$ cat config.mk
export PLATFORM = sky130hd
export DESIGN_NAME = trig_io
export DESIGN_NICKNAME = d
export VERILOG_FILES = /design/src/design/trig_io_pkg.sv /design/src/design/trig_io.sv /design/src/design/debounce.sv /design/src/design/out_pulse.sv
export SDC_FILE = /design/constraint.sdc
export NUM_CORES = 1
export LEC_CHECK = 0
export ABC_CLOCK_PERIOD_IN_PS = 12690
export CAP_MARGIN = 10
export CORE_MARGIN = 8
export CORE_UTILIZATION = 30
export CTS_CLUSTER_DIAMETER = 50
export DETAILED_ROUTE_END_ITERATION = 16
export DONT_BUFFER_PORTS = 1
export GPL_ROUTABILITY_DRIVEN = 1
export PLACE_DENSITY = 0.55
export SLEW_MARGIN = 20
export SYNTH_ARGS = -nofsm -noshare
export SYNTH_HDL_FRONTEND = slang
export SYNTH_HIERARCHICAL = 1
export SYNTH_SLANG_ARGS = --single-unit
$ cat constraint.sdc
create_clock -name CLOCK -period 12.69 [get_ports CLOCK]
set_clock_uncertainty 0.15 [all_clocks]
set_input_delay 2.538 -clock CLOCK [delete_from_list [all_inputs] [get_ports CLOCK]]
set_output_delay 2.538 -clock CLOCK [all_outputs]
set_load 0.05 [all_outputs]
$ cat src/design/trig_io_pkg.sv
/*
 * shared constants and carriers for the trigger input / result output block.
 * assumes a 100 MHz system clock and the plain register port of the core.
 */
package trig_io_pkg;

    // ****************************************************************
    // clock and timing
    // ****************************************************************
    localparam int CLK_HZ = 100_000_000;
    localparam int DUR_DEFAULT_MS = 100;
    localparam int DLY_DEFAULT_MS = 100;
    localparam int DEBOUNCE_DEFAULT_MS = 2;
    localparam int CYC_PER_MS = CLK_HZ / 1000;
    localparam int DUR_DEFAULT_CYC = DUR_DEFAULT_MS * CYC_PER_MS;
    localparam int DLY_DEFAULT_CYC = DLY_DEFAULT_MS * CYC_PER_MS;
    localparam int DEBOUNCE_DEFAULT_CYC = DEBOUNCE_DEFAULT_MS * CYC_PER_MS;

    // ****************************************************************
    // register offsets (byte addresses)
    // ****************************************************************
    localparam logic [7:0] REG_MODE = 8'h00;
    localparam logic [7:0] REG_IN_CFG = 8'h04;
    localparam logic [7:0] REG_OUT_CFG = 8'h08;
    localparam logic [7:0] REG_DEBOUNCE = 8'h0C;
    localparam logic [7:0] REG_OUT1_DLY = 8'h10;
    localparam logic [7:0] REG_OUT1_DUR = 8'h14;
    localparam logic [7:0] REG_OUT2_DLY = 8'h18;
    localparam logic [7:0] REG_OUT2_DUR = 8'h1C;
    localparam logic [7:0] REG_STATUS = 8'h20;
    localparam logic [7:0] REG_IRQ_STAT = 8'h24;
    localparam logic [7:0] REG_IRQ_MASK = 8'h28;

    // ****************************************************************
    // field positions and reset values
    // ****************************************************************
    localparam int POL_W = 3;
    localparam int IN2_POL_LSB = 4;
    localparam int EVT_W = 2;
    localparam int OUT2_EVT_LSB = 4;
    localparam logic [31:0] MODE_RESET = 32'h0000_0000;
    localparam int IRQ_W = 4;
    // irq bits: 0 start, 1 stop, 2 out1 fired, 3 out2 fired
    localparam int IRQ_START = 0;
    localparam int IRQ_STOP = 1;
    localparam int IRQ_OUT1 = 2;
    localparam int IRQ_OUT2 = 3;

    // ****************************************************************
    // enumerations
    // ****************************************************************
    typedef enum logic [2:0] {
        POL_NONE, POL_RISE, POL_FALL, POL_LOW, POL_HIGH
    } polarity_e;

    typedef enum logic [1:0] {
        MODE_MANUAL, MODE_ONESHOT, MODE_BURST, MODE_CONT
    } op_mode_e;

    typedef enum logic [1:0] {
        EVT_OFF, EVT_ALWAYS, EVT_GOOD, EVT_NOREAD
    } out_event_e;

    // ****************************************************************
    // carriers
    // ****************************************************************
    typedef struct packed {
        logic good;
        logic no_read;
        logic timeout;
    } result_s;

    typedef struct packed {
        logic [7:0] addr;
        logic [31:0] wdata;
        logic wr;
        logic rd;
    } reg_req_s;

endpackage

$ cat src/design/trig_io.sv
/*
 * trigger inputs and result outputs of a fixed-mount scanner core.
 * assumes isolated trigger pins, a decode engine on CLOCK that reports
 * results as one-cycle pulses, and a simple register port.
 */
// Contract
// - each trigger has debounce and polarity none/rise/fall/low/high; resets none.
// - triggers start decoding only in one-shot, burst or continuous mode.
// - low level in continuous mode decodes while low, stops when high.
// - level-triggered window also ends on a successful read.
// - falling edge starts decoding; stops on timeout or good read.
// - each output selects off, always on, good read or no read; resets off.
// - good-read output fires only when all selected codes decoded.
// - no-read output fires when triggered codes were not decoded.
// - an asserted output stays on for a programmable duration, default 100ms.
// - output asserts after a programmable delay, default 100ms.
`timescale 1ns/1ps
module trig_io import trig_io_pkg::*; #(
    parameter int CNT_W = 32,
    parameter int DEB_W = 24,
    parameter logic [31:0] DLY_RESET = 32'(DLY_DEFAULT_CYC),
    parameter logic [31:0] DUR_RESET = 32'(DUR_DEFAULT_CYC),
    parameter logic [31:0] DEB_RESET = 32'(DEBOUNCE_DEFAULT_CYC)
) (
    // clock and reset
    input wire logic CLOCK,
    input wire logic RST_N,
    // register port
    input wire logic [7:0] ADDR,
    input wire logic [31:0] WDATA,
    input wire logic WR,
    input wire logic RD,
    output logic [31:0] RDATA,
    // isolated trigger pins
    input wire logic [1:0] TRIG_IN,
    // decode engine
    input wire logic GOOD_READ,
    input wire logic NO_READ,
    input wire logic READ_TIMEOUT,
    output logic DECODE_EN,
    // result outputs and interrupt
    output logic [1:0] RESULT_OUT,
    output logic IRQ
);
    // ****************************************************************
    // registers
    // ****************************************************************
    op_mode_e op_mode;
    logic [7:0] in_cfg;
    logic [7:0] out_cfg;
    logic [DEB_W-1:0] deb_period;
    logic [CNT_W-1:0] out_dly [2];
    logic [CNT_W-1:0] out_dur [2];
    logic [IRQ_W-1:0] irq_stat;
    logic [IRQ_W-1:0] irq_mask;
    op_mode_e next_op_mode;
    logic [7:0] next_in_cfg;
    logic [7:0] next_out_cfg;
    logic [DEB_W-1:0] next_deb_period;
    logic [CNT_W-1:0] next_out_dly [2];
    logic [CNT_W-1:0] next_out_dur [2];
    logic [IRQ_W-1:0] next_irq_stat;
    logic [IRQ_W-1:0] next_irq_mask;
    logic [31:0] next_rdata;
    logic next_irq;

    reg_req_s req;
    result_s result;
    logic [1:0] sync1;
    logic [1:0] sync2;
    logic [1:0] level;
    logic [1:0] level_d;
    logic [1:0] out_active;
    logic [1:0] out_fired;
    logic decoding;
    logic next_decoding;
    logic start_ev;
    logic stop_ev;

    assign req = '{addr: ADDR, wdata: WDATA, wr: WR, rd: RD};
    assign result = '{good: GOOD_READ, no_read: NO_READ,
                      timeout: READ_TIMEOUT};

    function automatic polarity_e pol_of(input logic [7:0] cfg,
                                         input int idx);
        logic [POL_W-1:0] f;
        f = (idx == 0) ? cfg[POL_W-1:0]
                       : cfg[IN2_POL_LSB +: POL_W];
        return (f > 3'(POL_HIGH)) ? POL_NONE : polarity_e'(f);
    endfunction

    // ****************************************************************
    // register access
    // ****************************************************************
    always_comb begin
        next_op_mode = op_mode;
        next_in_cfg = in_cfg;
        next_out_cfg = out_cfg;
        next_deb_period = deb_period;
        next_out_dly = out_dly;
        next_out_dur = out_dur;
        next_irq_mask = irq_mask;
        next_irq_stat = irq_stat;
        next_rdata = 32'h0000_0000;
        if (req.wr) begin
            case (req.addr)
                REG_MODE: next_op_mode = op_mode_e'(req.wdata[1:0]);
                REG_IN_CFG: next_in_cfg = req.wdata[7:0];
                REG_OUT_CFG: next_out_cfg = req.wdata[7:0];
                REG_DEBOUNCE: next_deb_period = req.wdata[DEB_W-1:0];
                REG_OUT1_DLY: next_out_dly[0] = req.wdata[CNT_W-1:0];
                REG_OUT1_DUR: next_out_dur[0] = req.wdata[CNT_W-1:0];
                REG_OUT2_DLY: next_out_dly[1] = req.wdata[CNT_W-1:0];
                REG_OUT2_DUR: next_out_dur[1] = req.wdata[CNT_W-1:0];
                REG_IRQ_STAT:
                    next_irq_stat = irq_stat & ~req.wdata[IRQ_W-1:0];
                REG_IRQ_MASK: next_irq_mask = req.wdata[IRQ_W-1:0];
                default: ;
            endcase
        end
        // set wins over a clear in the same cycle
        next_irq_stat[IRQ_START] = next_irq_stat[IRQ_START] | start_ev;
        next_irq_stat[IRQ_STOP] = next_irq_stat[IRQ_STOP] | stop_ev;
        next_irq_stat[IRQ_OUT1] = next_irq_stat[IRQ_OUT1] | out_fired[0];
        next_irq_stat[IRQ_OUT2] = next_irq_stat[IRQ_OUT2] | out_fired[1];
        if (req.rd) begin
            case (req.addr)
                REG_MODE: next_rdata = {30'h0000_0000, op_mode};
                REG_IN_CFG: next_rdata = {24'h00_0000, in_cfg};
                REG_OUT_CFG: next_rdata = {24'h00_0000, out_cfg};
                REG_DEBOUNCE: next_rdata = 32'(deb_period);
                REG_OUT1_DLY: next_rdata = 32'(out_dly[0]);
                REG_OUT1_DUR: next_rdata = 32'(out_dur[0]);
                REG_OUT2_DLY: next_rdata = 32'(out_dly[1]);
                REG_OUT2_DUR: next_rdata = 32'(out_dur[1]);
                REG_STATUS: next_rdata = {27'h000_0000, decoding,
                                          out_active, level};
                REG_IRQ_STAT: next_rdata = 32'(irq_stat);
                REG_IRQ_MASK: next_rdata = 32'(irq_mask);
                default: next_rdata = 32'h0000_0000;
            endcase
        end
        next_irq = |(next_irq_stat & next_irq_mask);
    end

    always_ff @(posedge CLOCK or negedge RST_N) begin
        if (!RST_N) begin
            op_mode <= MODE_MANUAL;
            in_cfg <= 8'h00;
            out_cfg <= 8'h00;
            deb_period <= DEB_RESET[DEB_W-1:0];
            out_dly <= '{DLY_RESET[CNT_W-1:0], DLY_RESET[CNT_W-1:0]};
            out_dur <= '{DUR_RESET[CNT_W-1:0], DUR_RESET[CNT_W-1:0]};
            irq_stat <= '0;
            irq_mask <= '0;
            RDATA <= 32'h0000_0000;
            IRQ <= 1'b0;
        end else begin
            op_mode <= next_op_mode;
            in_cfg <= next_in_cfg;
            out_cfg <= next_out_cfg;
            deb_period <= next_deb_period;
            out_dly <= next_out_dly;
            out_dur <= next_out_dur;
            irq_stat <= next_irq_stat;
            irq_mask <= next_irq_mask;
            RDATA <= next_rdata;
            IRQ <= next_irq;
        end
    end

    // ****************************************************************
    // trigger inputs
    // ****************************************************************
    // pins are asynchronous; only sync2 feeds logic
    always_ff @(posedge CLOCK or negedge RST_N) begin
        if (!RST_N) begin
            sync1 <= 2'b11;
            sync2 <= 2'b11;
            level_d <= 2'b11;
        end else begin
            sync1 <= TRIG_IN;
            sync2 <= sync1;
            level_d <= level;
        end
    end

    genvar gi;
    generate
        for (gi = 0; gi < 2; gi++) begin : g_in
            debounce #(.CNT_W(DEB_W)) u_deb (
                .clk(CLOCK),
                .rst_n(RST_N),
                .period(deb_period),
                .level_in(sync2[gi]),
                .level_out(level[gi])
            );
        end
    endgenerate

    // ****************************************************************
    // decode window
    // ****************************************************************
    always_comb begin
        logic ext_mode;
        logic starting;
        logic level_stop;
        polarity_e p;
        ext_mode = 1'b0;
        starting = 1'b0;
        level_stop = 1'b0;
        p = POL_NONE;
        next_decoding = decoding;
        ext_mode = (op_mode != MODE_MANUAL);
        for (int i = 0; i < 2; i++) begin
            p = pol_of(in_cfg, i);
            case (p)
                POL_RISE: starting |= level[i] & ~level_d[i];
                POL_FALL: starting |= ~level[i] & level_d[i];
                POL_LOW: begin
                    starting |= ~level[i] & level_d[i];
                    level_stop |= level[i] & ~level_d[i];
                end
                POL_HIGH: begin
                    starting |= level[i] & ~level_d[i];
                    level_stop |= ~level[i] & level_d[i];
                end
                default: ;
            endcase
        end
        starting &= ext_mode;
        if (!decoding && starting) begin
            next_decoding = 1'b1;
        end else if (decoding && (result.good || result.timeout
                                  || result.no_read || level_stop
                                  || !ext_mode)) begin
            next_decoding = 1'b0;
        end
        start_ev = !decoding && next_decoding;
        stop_ev = decoding && !next_decoding;
    end

    always_ff @(posedge CLOCK or negedge RST_N) begin
        if (!RST_N) begin
            decoding <= 1'b0;
        end else begin
            decoding <= next_decoding;
        end
    end

    // ****************************************************************
    // result outputs
    // ****************************************************************
    generate
        for (gi = 0; gi < 2; gi++) begin : g_out
            out_pulse #(.CNT_W(CNT_W)) u_out (
                .clk(CLOCK),
                .rst_n(RST_N),
                .sel(out_event_e'(out_cfg[gi*OUT2_EVT_LSB +: EVT_W])),
                .delay(out_dly[gi]),
                .duration(out_dur[gi]),
                .result(result),
                .active(out_active[gi]),
                .fired(out_fired[gi])
            );
        end
    endgenerate

    assign DECODE_EN = decoding;
    assign RESULT_OUT = out_active;
endmodule // trig_io

$ cat src/design/debounce.sv
/*
 * debounce filter for one synchronised trigger level.
 * assumes the input has already passed a two flip-flop synchroniser.
 */
`timescale 1ns/1ps
module debounce import trig_io_pkg::*; #(
    parameter int CNT_W = 24
) (
    // clock and reset
    input wire logic clk,
    input wire logic rst_n,
    // filter period and data
    input wire logic [CNT_W-1:0] period,
    input wire logic level_in,
    output logic level_out
);
    logic [CNT_W-1:0] count;
    logic [CNT_W-1:0] next_count;
    logic next_level_out;

    // ****************************************************************
    // filter
    // ****************************************************************
    always_comb begin
        next_count = '0;
        next_level_out = level_out;
        if (level_in != level_out) begin
            if (count >= period) begin
                next_level_out = level_in;
            end else begin
                next_count = count + 1'b1;
            end
        end
    end

    always_ff @(posedge clk or negedge rst_n) begin
        if (!rst_n) begin
            count <= '0;
            // idle high like the synchroniser: no false edge after reset
            level_out <= 1'b1;
        end else begin
            count <= next_count;
            level_out <= next_level_out;
        end
    end
endmodule // debounce

$ cat src/design/out_pulse.sv
/*
 * delayed, timed pulse for one result output.
 * assumes one-cycle event pulses from the same clock domain.
 */
`timescale 1ns/1ps
module out_pulse import trig_io_pkg::*; #(
    parameter int CNT_W = 32
) (
    // clock and reset
    input wire logic clk,
    input wire logic rst_n,
    // configuration
    input wire out_event_e sel,
    input wire logic [CNT_W-1:0] delay,
    input wire logic [CNT_W-1:0] duration,
    // results
    input wire result_s result,
    // output
    output logic active,
    output logic fired
);
    typedef enum logic [1:0] {ST_IDLE, ST_WAIT, ST_ON} pulse_e;
    pulse_e state;
    pulse_e next_state;
    logic [CNT_W-1:0] count;
    logic [CNT_W-1:0] next_count;
    logic next_active;
    logic next_fired;
    logic trig;

    always_comb begin
        case (sel)
            EVT_GOOD: trig = result.good;
            EVT_NOREAD: trig = result.no_read;
            default: trig = 1'b0;
        endcase
    end

    // ****************************************************************
    // sequencer
    // ****************************************************************
    always_comb begin
        next_state = state;
        next_count = count;
        next_active = 1'b0;
        next_fired = 1'b0;
        case (state)
            ST_IDLE: begin
                if (trig) begin
                    next_state = ST_WAIT;
                    next_count = '0;
                end
            end
            ST_WAIT: begin
                if (count + 1'b1 >= delay) begin
                    next_state = ST_ON;
                    next_count = '0;
                    next_active = 1'b1;
                    next_fired = 1'b1;
                end else begin
                    next_count = count + 1'b1;
                end
            end
            ST_ON: begin
                if (count + 1'b1 >= duration) begin
                    next_state = ST_IDLE;
                end else begin
                    next_count = count + 1'b1;
                    next_active = 1'b1;
                end
            end
            default: next_state = ST_IDLE;
        endcase
        if (sel == EVT_OFF) begin
            next_state = ST_IDLE;
            next_active = 1'b0;
        end else if (sel == EVT_ALWAYS) begin
            next_state = ST_IDLE;
            next_active = 1'b1;
        end
    end

    always_ff @(posedge clk or negedge rst_n) begin
        if (!rst_n) begin
            state <= ST_IDLE;
            count <= '0;
            active <= 1'b0;
            fired <= 1'b0;
        end else begin
            state <= next_state;
            count <= next_count;
            active <= next_active;
            fired <= next_fired;
        end
    end
endmodule // out_pulse

Yosys cells after proc, flatten, opt, wreduce, memory -nomap -nowiden
Index checks and enable logic that the tools add are counted.

Reductions and logical operators: 38. Multiplexer cells: 52. Eq/ne operators: 40. $lt $le $gt $ge: 8. Add/sub/neg operators: 4. Bitwise logic cells: 20.

Operator list (number): case mux 32 bit (11 select lines) (1); 2-to-1 mux 32 bit (7); case mux 32 bit (3 select lines) (2); >= comparator 32 bit (4); 2-to-1 mux 24 bit (4); adder 32 x 1 -> 32 bit (second input constant) (2); adder 24 x 1 -> 24 bit (second input constant) (2); >= comparator 24 bit (2); == test 8 x 5 -> 1 bit (second input constant) (4); == test 8 x 6 -> 1 bit (second input constant) (3); inequality test 4 x 1 -> 1 bit (second input constant) (6); 2-to-1 mux 2 bit (10); AND reduction 2 bit (10); == test 8 x 4 -> 1 bit (second input constant) (2); 2-to-1 mux 4 bit (4); case mux 1 bit (2 select lines) (8); == test 2 bit (second input constant) (6); == test 3 x 2 -> 1 bit (second input constant) (4); 2-to-1 mux 1 bit (12); case mux 2 bit (3 select lines) (2); AND reduction 3 bit (4); AND 4 bit (2); == test 2 x 1 -> 1 bit (second input constant) (4); == test 8 x 3 -> 1 bit (second input constant) (1); 20 further kinds (56).

Register bits after elaboration: 340. Output and inout port bits: 36. Logic and storage cells: 190. Input port bits: 49.

Depth between registers and ports, before layout
Depth in word-level cells: 16. Mapped depth: 19. Mapped depth without buffers: 15.

Modules after synthesis
Netlist, hierarchy kept.

By module, submodules not included: trig_io (sequential area each 5510.3 um2, times used 1, cells an instance 630, area an instance 9112.5 um2); out_pulse (g_out[0].u_out) (sequential area each 900.9 um2, times used 1, cells an instance 459, area an instance 3887.5 um2); out_pulse (g_out[1].u_out) (sequential area each 900.9 um2, times used 1, cells an instance 469, area an instance 3881.2 um2); debounce (sequential area each 626.9 um2, times used 2, cells an instance 204, area an instance 1928.1 um2).

Worst setup path before layout
OpenSTA, ideal clock, no wires.

Path kind: register to register. Start point: register g_out[1].u_out.count[0]. End point: register g_out[1].u_out.count[21]. Data arrival time: 4.406 ns. Path slack: 8.008 ns. Stages on the path, launching flop included: 18. Data required time: 12.414 ns. Cells stage by stage: dfrtp_1 -> and3_4 -> nand4_4 -> or3_1 -> buf_6 -> or4_1 -> buf_2 -> and2_1 -> or2_2 -> ha_1 -> a21oi_1 -> o21ai_0 -> a221oi_1 -> nand2_1 -> a2111o_1 -> clkbuf_1 -> clkbuf_1 -> a221o_1.

Longest elaborated chain between the ends: 4. Elaborated cells between the ends (all ways): 8. Classes of those cells: add/sub: 1; order compare: 2; eq/ne: 1; mux: 3; reduce/logical: 1.

Ends and longest elaborated chain: from (decl) (line out_pulse.sv:25) `logic [CNT_W-1:0] count;`; from (signal assigned) (line out_pulse.sv:91) `count <= next_count;`; adder 32 x 1 -> 32 bit *; >= comparator 32 bit, on equally long branches (line out_pulse.sv:55, out_pulse.sv:65); 2-to-1 mux 32 bit / inequality test 2 bit (equally long branches); case mux 32 bit (3 select lines) / AND reduction 3 bit (equally long branches).

Every way passes the cells marked *; elsewhere a longest branch is shown, timed or not. The select of a mux whose other input is x is not followed. A chain may end at the register's enable or synchronous reset.

Worst setup path in the final report
Start point: register g_out[1].u_out.count[0]. End point: register g_out[1].u_out.count[0].

The elaborated chain is that of the path after synthesis.

==> flow_summary.yaml <==
run_status:
  outcome: "finished clean"
setup_path:
  reg2reg_slack_ns: 7.12
  crit_type: "register to register"
  critPathCaptureType: "register"
  cpLargestDelayFamily: "simple AND/OR/NAND/NOR gates"
  critical_path_required_ns: 13.04
  path_buf_inv: 1
  crit-reg2reg-launch: "g_out[1].u_out/count[0]"
  regToRegEndpoint: "g_out[1].u_out/count[0]"
  worstPathArrival_ns: 5.93
  crit_path_cell_trace: "and3_4 > nand4_4 > or3_1 > or4_1 > and2_1 > or2_2 > ha_1 > a21oi_1 > o21ai_0 > a221oi_1 > nand2_1 > a2111o_1 > buf_4 > nor2b_4 > mux2_2"
  cp_max_fo: 35
  start_kind: "register"
  slowest_stage: "or4_1"
  ff2ff_path_depth: 15
  cp_slowest_stage_delay_ns: 0.65
clock_network:
  htree_levels: 2
  post_cts_buffers: 0
  cts.sink_count: 340
  cts_resized: 0
  clock_path_buffers: 3
  cts_inserted_buffers: 41
  cts.hold.buffers_added: 0
  clock_latency_ns: 0.57
  tritoncts: "yes"
  worst_setup_hold_path_clk_slew_ns: 0.06
  cts-root-buf: "clkbuf_16"
floorplan:
  die_width_um: 279
  floorplan.initialDensity: 0.303
  ioPinCount: 85
  dieArea_mm2: 0.0778
  rows: 96
  fp.dieH_um: 279
  core-area_mm2: 0.0685
grt:
  grt_antenna_before_repair: 6
  global_route_wire_length_before_repair_um: 92700
  grt_use_total: 0.152
  grt_pass1_vias: 15521
  grt_start_max_net_pins: 341
  grt_overflow_total: 0
sta:
  layout_worst_path_cycle_share: 0.439
  period_minus_slack_ns: 5.57
  timing.setup.tns_ns: 0
  setup_viol: 0
  hold_violations: 0
  setup_repair_after_global_routing_missed_its_margin: "false"
  final-max-slew-violation-count: 0
  worst-slew-pin-transition_ns: 1.07
  fmaxAchievable_mhz: 179
  worst_slew_margin_rel: 0.285
logic_synthesis:
  synthTopCellsByArea: "dfrtp_1 35%, ha_1 11%, mux2_2 7.4%"
  synth-async-reset-ratio: 1.00
  syn_inst_count: 1966
  synth_enable_flop_cells: 0
  synth_top_cell_by_area: "dfrtp_1"
  syn_area_mm2: 0.0207
  yosys_warnings: 6
  synth.yosys.seq_area_share: 0.413
  post-synth-top-area-fraction: 0.355
  synth.ff_latch_count: 340
  synthDistinctLibCells: 92
  synth_flop_cell: "dfrtp_1"
  avgSynthCellArea_um2: 10.5
  syn-num-nets: 2205
finish:
  finalCoreUtilization: 0.334
  layout.nets: 2185
  fill_cell_instance_count_of_the_final_layout: 6882
  area_growth_syn_to_layout_pct: 10.3
  layout-drive-gt1-share: 0.174
  n_antenna_cell: 0
min_path:
  timing.hold.worst.start: "sync1[0]"
  worstHoldPathType: "register to register"
  hold_path_stages: 0
  min_to: "sync2[0]"
routing:
  totalWireLength_um: 59900
  detailedRoute.firstPassIterationCount: 8
  route.detailed.vias_per_inst: 5.29
  detailedRoute.firstIterationViolations: 1182
  route.detailed.drc: 0
  route.vias.total: 15135
  detail-route-antenna-nets: 0
  post_drt_wl_per_cell_um: 20.9
placement:
  globalplace.congestion: 0.857
  post-dp-hpwl_um: 43800
  i_o_buffers: 0
pwr:
  power.leakage_nw: 10.2
  power_mw: 2.85
  pwr_density_cell_mw_per_mm2: 125
  worst_ir_drop_vdd_mv: 0.0795
flow_run:
  maxCapViolations: 0
metrics by stage:
stage | setup WS (ns) | cells | instance area (µm²) | hold slack, ns
4_1_cts | 7.15 | 2860 | 22900 | 0.208
3_3_place_gp | 6.83 | 2785 | 21500 | 0.195
5_1_grt | 6.79 | 2860 | 22900 | 0.211
6_report | 7.12 | 2860 | 22900 | 0.206
2_1_floorplan | 8.01 | 1966 | 20700 | 0.195
3_5_place_dp | 7.17 | 2785 | 21500 | 0.199
per-layer routing:
layer / global-route usage / routed length, µm
met4: 0.0480 / 1650
met5: 0 / 39
met1: 0.197 / 26400
met2: 0.243 / 27200
met3: 0.0426 / 4650
cell usage in the layout (no fill, tap or decap), drive strengths merged, types with 12 or more instances in the layout:
cell and instances:
dfstp 46, nor2b 12, a222oi 27, clkbuf 55
a22oi 36, nand3b 13, buf 14, nand3 43
nor3 29, xnor2 54, nor2 122, and4 14
a22o 52, a21oi 108, inv 208, a21o 16
mux2 178, ha 190, nand4 52, and3 17
dfrtp 294, o21ai 52, nand2 138, xor2 49
synthesized netlist by cell type (7+ instances only):
cell type and count:
nor3_1 27, nor2_1 81, xor2_1 49, and4_1 14, buf_6 10, nand3b_1 13
mux2_2 137, clkbuf_1 22, nand3_1 40, mux2i_1 7, a221oi_1 8, nand2_1 134
nand4_1 49, nor2b_1 12, dfstp_2 46, a222oi_1 27, mux2_1 41, and3_1 16
buf_2 33, a22oi_1 35, a21oi_1 106, dfrtp_1 294, a22o_1 52, a31oi_1 7
nand2b_1 8, ha_1 190, a221o_1 10, xnor2_1 54, inv_1 202, o21a_1 9
nor2_4 36, o21ai_0 46, a21o_1 16, and2_1 8
layout make-up:
type / count / area [µm²] / area share
Tap cell: 882 / 1100 / 0.0483
Clock inverter: 20 / 244 / 0.0107
Timing Repair Buffer: 14 / 105 / 0.00460
Sequential cell: 340 / 8570 / 0.375
Multi-Input combinational cell: 1347 / 10900 / 0.479
Inverter: 202 / 758 / 0.0332
Clock buffer: 55 / 1150 / 0.0502
state kept, by name, indices dropped and copies added (netlist names), 8 cells and up:
signal and cells:
RDATA 32, deb_period 24, g_in.u_deb/count 48, g_out.u_out/count 64
in_cfg 8, out_cfg 8, out_dly 64, out_dur 64
report_power, final:
group / switching (mW) / internal [mW]
registers: 0.0645 / 1.14
clock network: 0.497 / 0.725
logic: 0.281 / 0.143
total: 0.842 / 2.01
how the worst max path moves through the flow:
stage	from	cells past startpoint	to	slack (ns)
finish	g_out[1].u_out/count[0]	15	g_out[1].u_out/count[0]	7.12
global route	g_out[1].u_out/count[0]	15	g_out[1].u_out/count[30]	6.79
CTS	g_out[1].u_out/count[0]	15	g_out[1].u_out/count[0]	7.15
detailed placement	g_out[1].u_out/count[0]	15	g_out[1].u_out/count[0]	7.17
global placement	g_out[1].u_out/count[0]	15	g_out[1].u_out/count[0]	6.83
floorplan	g_out[1].u_out/count[0]	17	g_out[1].u_out/count[21]	8.01
cell families (layout without fill, tap and decap cells):
family | after synthesis | after routing | share of synthesized area
flip-flops | 340 | 340 | 0.413
buffers and inverters | 279 | 291 | 0.0605
XOR/XNOR | 103 | 103 | 0.0435
AO/OA/AOI/OAI | 368 | 368 | 0.125
AND/OR/NAND/NOR | 500 | 500 | 0.142
multiplexers | 186 | 186 | 0.101
adder cells (fa/ha/maj) | 190 | 190 | 0.115
Power figures use the tool's default switching activity.
